<file path="src/rtl/smef_pkg.sv">
// shared constants and types for the mid event-flag slice (bits 11..6)
// assumes the serial front end decodes commands into register reads
package smef_pkg;
  localparam int SMEF_DATA_W = 24;
  localparam int SMEF_ADDR_W = 6;
  localparam int SMEF_CRC_W = 16;
  localparam logic [5:0] SMEF_STAT_OFFSET = 6'h02;
  localparam logic [5:0] SMEF_CRC_OFFSET = 6'h03;
  // field positions inside the status word
  localparam int SMEF_BIT_WET = 11;
  localparam int SMEF_BIT_VS1 = 10;
  localparam int SMEF_BIT_VS0 = 9;
  localparam int SMEF_BIT_CRC = 8;
  localparam int SMEF_BIT_UV = 7;
  localparam int SMEF_BIT_OV = 6;
  localparam int SMEF_SLICE_LO = 6;
  // index of each flag inside the 6-bit slice
  localparam int SMEF_F_OV = 0;
  localparam int SMEF_F_UV = 1;
  localparam int SMEF_F_CRC = 2;
  localparam int SMEF_F_VS0 = 3;
  localparam int SMEF_F_VS1 = 4;
  localparam int SMEF_F_WET = 5;
  localparam logic [5:0] SMEF_FLAGS_RST = 6'h00;
  localparam logic [1:0] SMEF_SYNC_RST = 2'h3;
  localparam logic [SMEF_DATA_W-1:0] SMEF_RDATA_RST = 24'h000000;
  localparam logic [SMEF_CRC_W-1:0] SMEF_CRC_RST = 16'h0000;

  // register read request from the serial front end
  typedef struct packed {
    logic strobe;
    logic [SMEF_ADDR_W-1:0] addr;
  } smef_rd_req_t;

  // event sources from the diagnostic, measurement and supply logic
  typedef struct packed {
    logic wetting_fault_flag_en;
    logic wet_fault;
    logic vs_meas_en;
    logic [1:0] vs1_state;
    logic [1:0] vs0_state;
    logic crc_start;
    logic crc_done;
    logic uv_level;
    logic ov_level;
  } smef_events_t;

  typedef struct packed {
    logic [5:0] flags;
    logic [1:0] cs_sync;
    logic cs_prev;
    logic rd_pend;
    logic int_act;
    logic uv_prev;
    logic ov_prev;
    logic [1:0] vs1_prev;
    logic [1:0] vs0_prev;
    logic vs_base_ok;
    logic [SMEF_DATA_W-1:0] rdata;
    logic rvalid;
  } smef_state_t;
endpackage

</file>
<file path="src/rtl/smef_event_flags.sv">
// mid slice of the read-to-clear event status word and its interrupt
// assumes event inputs come from logic on CLK_SYS; CS_B is a raw pin
//
// What this block does
// - wetting fault found by enabled diagnostic sets bit 11.
// - bit 11 stays zero without a new fault; cleared by status read.
// - active supply measurement changing state versus channel 1 sets bit 10.
// - finished checksum calculation sets bit 8.
// - finished checksum result becomes readable at offset 3h.
// - bit 8 zero while running, before start, and after status read.
// - under-voltage start and end each set bit 7.
// - over-voltage start and end each set bit 6.
// - status read returns contents, then clears all flags to default.
// - interrupt released at chip-select rise ending the status read.
`timescale 1ns/1ns
module smef_event_flags
  import smef_pkg::*;
(
  input wire logic CLK_SYS, // 20 MHz system clock
  input wire logic RST_B, // async reset, active low
  input wire logic CE, // clock enable, freezes state when low
  input wire logic CS_B, // serial chip select pin, active low
  input wire smef_pkg::smef_rd_req_t RD_REQ, // register read command
  input wire smef_pkg::smef_events_t EVT, // event sources
  input wire logic [smef_pkg::SMEF_CRC_W-1:0] CRC_VALUE, // checksum result
  output logic [smef_pkg::SMEF_DATA_W-1:0] RD_DATA, // read data
  output logic RD_VALID, // read data valid pulse
  output logic [5:0] FLAGS, // live flag slice
  output logic INT_B // interrupt, active low
);
  import smef_pkg::*;

  smef_state_t st_reg;
  smef_state_t st_next;
  logic [SMEF_CRC_W-1:0] crc_q;
  logic stat_rd;
  logic crc_rd;
  logic cs_rise;
  logic [5:0] set_v;
  logic [5:0] clr_v;

  function automatic logic changed2(input logic [1:0] a, input logic [1:0] b);
    changed2 = (a != b);
  endfunction

  smef_crc_hold #(
    .WIDTH(SMEF_CRC_W)
  ) u_crc_hold (
    .clk(CLK_SYS),
    .rst_b(RST_B),
    .ce(CE),
    .wr_en(EVT.crc_done),
    .wr_data(CRC_VALUE),
    .hold_q(crc_q)
  );

  always_comb begin
    st_next = st_reg;
    stat_rd = RD_REQ.strobe && (RD_REQ.addr == SMEF_STAT_OFFSET);
    crc_rd = RD_REQ.strobe && (RD_REQ.addr == SMEF_CRC_OFFSET);
    // second stage only sees the first stage
    st_next.cs_sync = {st_reg.cs_sync[0], CS_B};
    st_next.cs_prev = st_reg.cs_sync[1];
    cs_rise = st_reg.cs_sync[1] && !st_reg.cs_prev;

    set_v = '0;
    set_v[SMEF_F_WET] = EVT.wetting_fault_flag_en && EVT.wet_fault;
    set_v[SMEF_F_VS1] = EVT.vs_meas_en && st_reg.vs_base_ok
      && changed2(EVT.vs1_state, st_reg.vs1_prev);
    set_v[SMEF_F_VS0] = EVT.vs_meas_en && st_reg.vs_base_ok
      && changed2(EVT.vs0_state, st_reg.vs0_prev);
    set_v[SMEF_F_CRC] = EVT.crc_done;
    // both edges of the level count as an event
    set_v[SMEF_F_UV] = EVT.uv_level != st_reg.uv_prev;
    set_v[SMEF_F_OV] = EVT.ov_level != st_reg.ov_prev;

    clr_v = '0;
    if (stat_rd) begin
      clr_v = '1;
    end
    if (EVT.crc_start) begin
      clr_v[SMEF_F_CRC] = 1'b1;
    end
    // a set in the same cycle as the clear survives it
    st_next.flags = (st_reg.flags & ~clr_v) | set_v;

    st_next.uv_prev = EVT.uv_level;
    st_next.ov_prev = EVT.ov_level;
    st_next.vs1_prev = EVT.vs1_state;
    st_next.vs0_prev = EVT.vs0_state;
    // first active sample only takes a baseline, no event
    st_next.vs_base_ok = EVT.vs_meas_en;

    st_next.rvalid = stat_rd || crc_rd;
    if (stat_rd) begin
      st_next.rdata = SMEF_RDATA_RST;
      st_next.rdata[SMEF_BIT_WET:SMEF_SLICE_LO] = st_reg.flags;
    end else if (crc_rd) begin
      st_next.rdata = SMEF_RDATA_RST;
      st_next.rdata[SMEF_CRC_W-1:0] = crc_q;
    end

    if (stat_rd) begin
      st_next.rd_pend = 1'b1;
    end
    // pin held low until the frame of the read ends
    if (|set_v) begin
      st_next.int_act = 1'b1;
    end
    if (cs_rise && st_reg.rd_pend) begin
      st_next.rd_pend = 1'b0;
      st_next.int_act = |set_v || |st_reg.flags;
    end
  end

  always_ff @(posedge CLK_SYS or negedge RST_B) begin
    if (!RST_B) begin
      st_reg.flags <= SMEF_FLAGS_RST;
      st_reg.cs_sync <= SMEF_SYNC_RST;
      st_reg.cs_prev <= 1'b1;
      st_reg.rd_pend <= 1'b0;
      st_reg.int_act <= 1'b0;
      st_reg.uv_prev <= 1'b0;
      st_reg.ov_prev <= 1'b0;
      st_reg.vs1_prev <= 2'h0;
      st_reg.vs0_prev <= 2'h0;
      st_reg.vs_base_ok <= 1'b0;
      st_reg.rdata <= SMEF_RDATA_RST;
      st_reg.rvalid <= 1'b0;
    end else if (CE) begin
      st_reg <= st_next;
    end
  end

  assign RD_DATA = st_reg.rdata;
  assign RD_VALID = st_reg.rvalid && CE;
  assign FLAGS = st_reg.flags;
  assign INT_B = !st_reg.int_act;
endmodule

</file>
<file path="src/rtl/smef_crc_hold.sv">
// holding register for the checksum result, read data registered
// assumes write and capture strobes are on the system clock
`timescale 1ns/1ns
module smef_crc_hold #(
  parameter int WIDTH = 16
) (
  input wire logic clk, // system clock
  input wire logic rst_b, // async reset, active low
  input wire logic ce, // clock enable
  input wire logic wr_en, // store new result
  input wire logic [WIDTH-1:0] wr_data, // result value
  output logic [WIDTH-1:0] hold_q // stored result
);
  always_ff @(posedge clk or negedge rst_b) begin
    if (!rst_b) begin
      hold_q <= '0;
    end else if (ce && wr_en) begin
      hold_q <= wr_data;
    end
  end
endmodule

</file>
<file path="config.mk">
export PLATFORM = sky130hd
export DESIGN_NAME = smef_event_flags
export DESIGN_NICKNAME = d
export VERILOG_FILES = /design/src/rtl/smef_pkg.sv /design/src/rtl/smef_event_flags.sv /design/src/rtl/smef_crc_hold.sv
export SDC_FILE = /design/constraint.sdc
export NUM_CORES = 1
export LEC_CHECK = 0
export ABC_AREA = 1
export BUFFER_PORTS_ARGS = -buffer_cell sky130_fd_sc_hd__buf_2
export CORE_AREA = 2 2 87 89
export DETAILED_ROUTE_END_ITERATION = 8
export DIE_AREA = 0 0 89 91
export HOLD_SLACK_MARGIN = 0.12
export PLACE_DENSITY = 0.59
export SYNTH_ARGS = -nofsm -noshare
export SYNTH_HDL_FRONTEND = slang
export SYNTH_SLANG_ARGS = --single-unit
</file>
<file path="constraint.sdc">
create_clock -name CLK_SYS -period 1.85 [get_ports CLK_SYS]
set_clock_uncertainty 0.2 [all_clocks]
set_input_delay 0.37 -clock CLK_SYS [delete_from_list [all_inputs] [get_ports CLK_SYS]]
set_output_delay 0.37 -clock CLK_SYS [all_outputs]
set_load 0.1 [all_outputs]
</file>
Word-level counts from Yosys, hierarchy flattened
Cells that the tools add are included.

word-level totals
  output and inout bits = 32
  bits in registers = 59
  bits of input ports = 38

operators by class
  bitwise gates (word level) = 3
  equality and inequality tests = 6
  mux-type cells = 7
  reductions and logical operators = 22

operator list
  cell                  count
  $mux W24              2
  $eq A6 B2 Y1 const B  2
  $reduce_or A6 Y1      2
  $logic_and A1 B1 Y1   10
  $and A6 B6 Y6         1
  $mux W6               1
  $not A6 Y6            1
  $or A6 B6 Y6          1
  $reduce_and A2 Y1     3
  $reduce_bool A2 Y1    3
  $ne A2 B2 Y1          2
  $mux W1               3
  $logic_not A1 Y1      2
  $logic_or A1 B1 Y1    2
  $mux W2               1
  $ne A1 B1 Y1          2

Logic depth before layout (Yosys ltp)
  word-level depth = 7
  mapped depth = 8

By module
Synthesis repeated with hierarchy kept, for this count alone.

second synthesis, totals
  cells, all modules = 299
  area, all modules = 2549.9 sq um

by module, submodules not included
  module            cells each  instances  area an instance (sq um)
  smef_event_flags  229         1          1859.3
  smef_crc_hold     70          1          690.7

Least setup slack after synthesis
Ideal clock, no wire load.

  path type = input to output
  from = input port CE
  to = output port RD_VALID
  stages on the path = 4
  arrival = 1.344 ns
  required time = 1.280 ns
  path buffers = 2
  slack = -0.064 ns
  cells stage by stage = buf_4 > buf_2 > nand2_1 > inv_1

between the ends
  cells in the longest elaborated chain, start to end = 1

RTL lines
  what                 RTL line                 text
  from (decl)          smef_event_flags.sv:21   input wire logic CE,
  $logic_and A1 B1 Y1  smef_event_flags.sv:136  assign RD_VALID = st_reg.rvalid && CE;
  to (decl)            smef_event_flags.sv:27   output logic RD_VALID,

Every way passes these cells.

Final worst setup path
  from = register st_reg, in the netlist FLAGS[5]
  to = output port FLAGS[5]

RTL lines
  what                    RTL line                 text
  from (decl)             smef_event_flags.sv:33   smef_state_t st_reg;
  from (signal assigned)  smef_event_flags.sv:131  st_reg <= st_next;
  to (decl)               smef_event_flags.sv:28   output logic [5:0] FLAGS,

No word-level cell between the ends.

==> results.md <==
* DRT Pass-1 Iters at 4
* Status: complete, no violations
* Max frequency at 563.7 MHz
* Largest delay contributor family on the critical path: buffers and inverters
* Max-cap violations at 0
* DIE AREA at 8099 µm²
* Core Rows at 31
* Worst hold path type: input port to flip-flop
* Post-DP Area at 2690 µm²
* Wirelength, routed at 4992 µm
* Initial antenna violation count at 0
* Synth Warn # at 0
* NumNets Final at 367
* Async SR Flop Fraction at 1.000
* Num CTS Buffers at 5
* Period minus WS final at 1774 ps
* I/O Pins at 70
* Syn avg cell area at 9.353 µm²
* Post-Syn Area at 2460 µm²
* Cell at the slowest stage of the critical path: buf_2
* Post-synthesis sequential area ratio at 0.5203
* Leakage at 1.586 nW
* HPWL Detailed at 3723 µm
* Clk sinks at 51
* Crit path kind: flip-flop to output pin
* Most common cell after layout, fill and taps aside: nand2_1
* GP Congestion at 0.7172
* Post-synthesis register bit count at 51
* Final worst setup slack at 75.85 ps
* Starting density of the core at 0.3447
* Worst-path fanout max at 4
* CTS clk-pin slew, worst paths at 90 ps
* Layout area overhead at 25.08%
* Final setup TNS at 0 ps
* PortBufs at 61
* Antenna diodes at 0
* CP Data Required Time at 1280 ps
* Largest net degree at the start of global routing at 23
* Tcrit/Tclk final at 0.9590
* Clk buf depth at 2
* H-tree levels at 2
* Initial DRC Count at 82
* Crit-path max cell delay at 460 ps
* Die Ht at 91 µm
* Vias at 1,836
* Vias in the first global route at 1,695
* Crit-path cells: buf_2
* WL per Instance at 11.64 µm
* CTS tree: built
* CP bufs+invs at 1
* Post-detailed-route count of antenna-violating nets at 0
* Top_reg_cell synth: dfrtp_1
* Cell area after layout at 3077 µm²
* Setup repair bufs after CTS at 0
* Final hold viol count at 0
* Mapped Cells at 263
* # DRC at 0
* Share of cells above drive strength 1 at 0.3030
* Clk_lat worst skew at 300 ps
* WP data arrival at 1200 ps
* Fin. max-slew vios at 0
* Crit end category: output pin
* VDD IR max at 0.3301 mV
* Number of setup violations in the final report at 0
* First-pass GRT wire length at 8107 µm
* Commonest cells after routing, fill and taps aside: nand2_1, buf_2, dfrtp_1, dlygate4sd3_1, o21ai_0
* Gr ovfl total at 0
* Vias per inst at 4.280
* GRT Total Usage at 0.1290
* Final core occ at 0.4311
* Pre-CTS WS at 189.4 ps
* Worst setup SP type: flip-flop
* Core footprint at 7137 µm²
* Die span in x at 89 µm
* Root Buffer: clkbuf_8
* Pwr/cell area at 980.9 nW/µm²
* EDFF count, synth at 0
* RSZ-0062 raised after global routing: no
* Distinct cells, synth at 25
==> per-stage QoR <==
stage | std cells | hold slack [ps] | total power, mW
floorplan | 270 | -125.6 | 2.006
global placement | 396 | 127.9 | 2.095
detailed placement | 396 | 126.2 | 2.102
CTS | 429 | 153.4 | 3.059
global route | 429 | 173.0 | 3.155
finish | 429 | 154.1 | 3.018
==> layout make-up <==
| type | count | area [µm²] |
|---|---|---|
| fillers | 733 | 4060 |
| well taps | 99 | 123.9 |
| clock buffers | 5 | 68.82 |
| repair buffers | 89 | 605.6 |
| flip-flops and latches | 51 | 1280 |
| inverters | 17 | 70.07 |
| multi-input cells | 165 | 860.8 |
| clock inverters | 3 | 67.56 |
==> where the power goes <==
| part | switching (mW) | leakage, nW | total, mW | internal [mW] |
|---|---|---|---|---|
| combinational | 0.595 | 0.908 | 0.792 | 0.196 |
| clock | 0.368 | 0.0644 | 0.907 | 0.539 |
| sequential | 0.0723 | 0.613 | 1.32 | 1.25 |
| total | 1.04 | 1.59 | 3.02 | 1.98 |
==> routing by layer <==
layer  GRT usage  vias to the layer above  share of wire
met5           0                        -              0
met4     0.03731                        0          0.014
met3     0.03818                        5          0.067
met2      0.1897                       54           0.44
met1      0.1841                      843           0.48
li1            -                      934              -
==> kinds of logic (layout without fill, tap and decap cells) <==
kind of cell | Yosys count | after routing | share of synthesized area
xor gates and xnor gates | 1 | 1 | 0.003561
buffers and inverters | 54 | 114 | 0.1404
AOI/OAI and AO/OA | 25 | 25 | 0.05188
other | 1 | 8 | 0.001524
and+or+nand+nor | 115 | 115 | 0.2091
muxes | 16 | 16 | 0.07324
DFF | 51 | 51 | 0.5203
==> Yosys cell counts, types with 3 or more instances <==
master,number,area share
dfrtp_1,48,0.49
inv_1,16,0.024
buf_6,3,0.014
mux2_2,16,0.073
nand2_1,82,0.13
nand3_1,13,0.026
o21ai_1,6,0.012
o21ai_0,17,0.035
nor3_1,7,0.014
nor2_1,6,0.0092
buf_4,31,0.095
dfstp_2,3,0.032
==> what timing repair did <==
item | CTS | global route
hold buffers | 25 | 0
hold endpoints to repair | 60 | 0
gates resized for setup | 0 | 0
==> path summary, 6_finish.rpt <==
kind                             startpoint          end  slack [ps]  cells after the start
max in group asynchronous             RST_B   RD_DATA[9]         580                      3
worst min-delay path                 EVT[3]     FLAGS[2]         150                      4
min in group asynchronous             RST_B   st_reg[28]         310                      2
worst min register to register  st_next[36]  st_next[36]         270                      2
worst max-delay path               FLAGS[5]     FLAGS[5]          80                      1
worst max register to register  st_next[34]   st_reg[33]         500                      4
(Power assumes the default switching activity.)
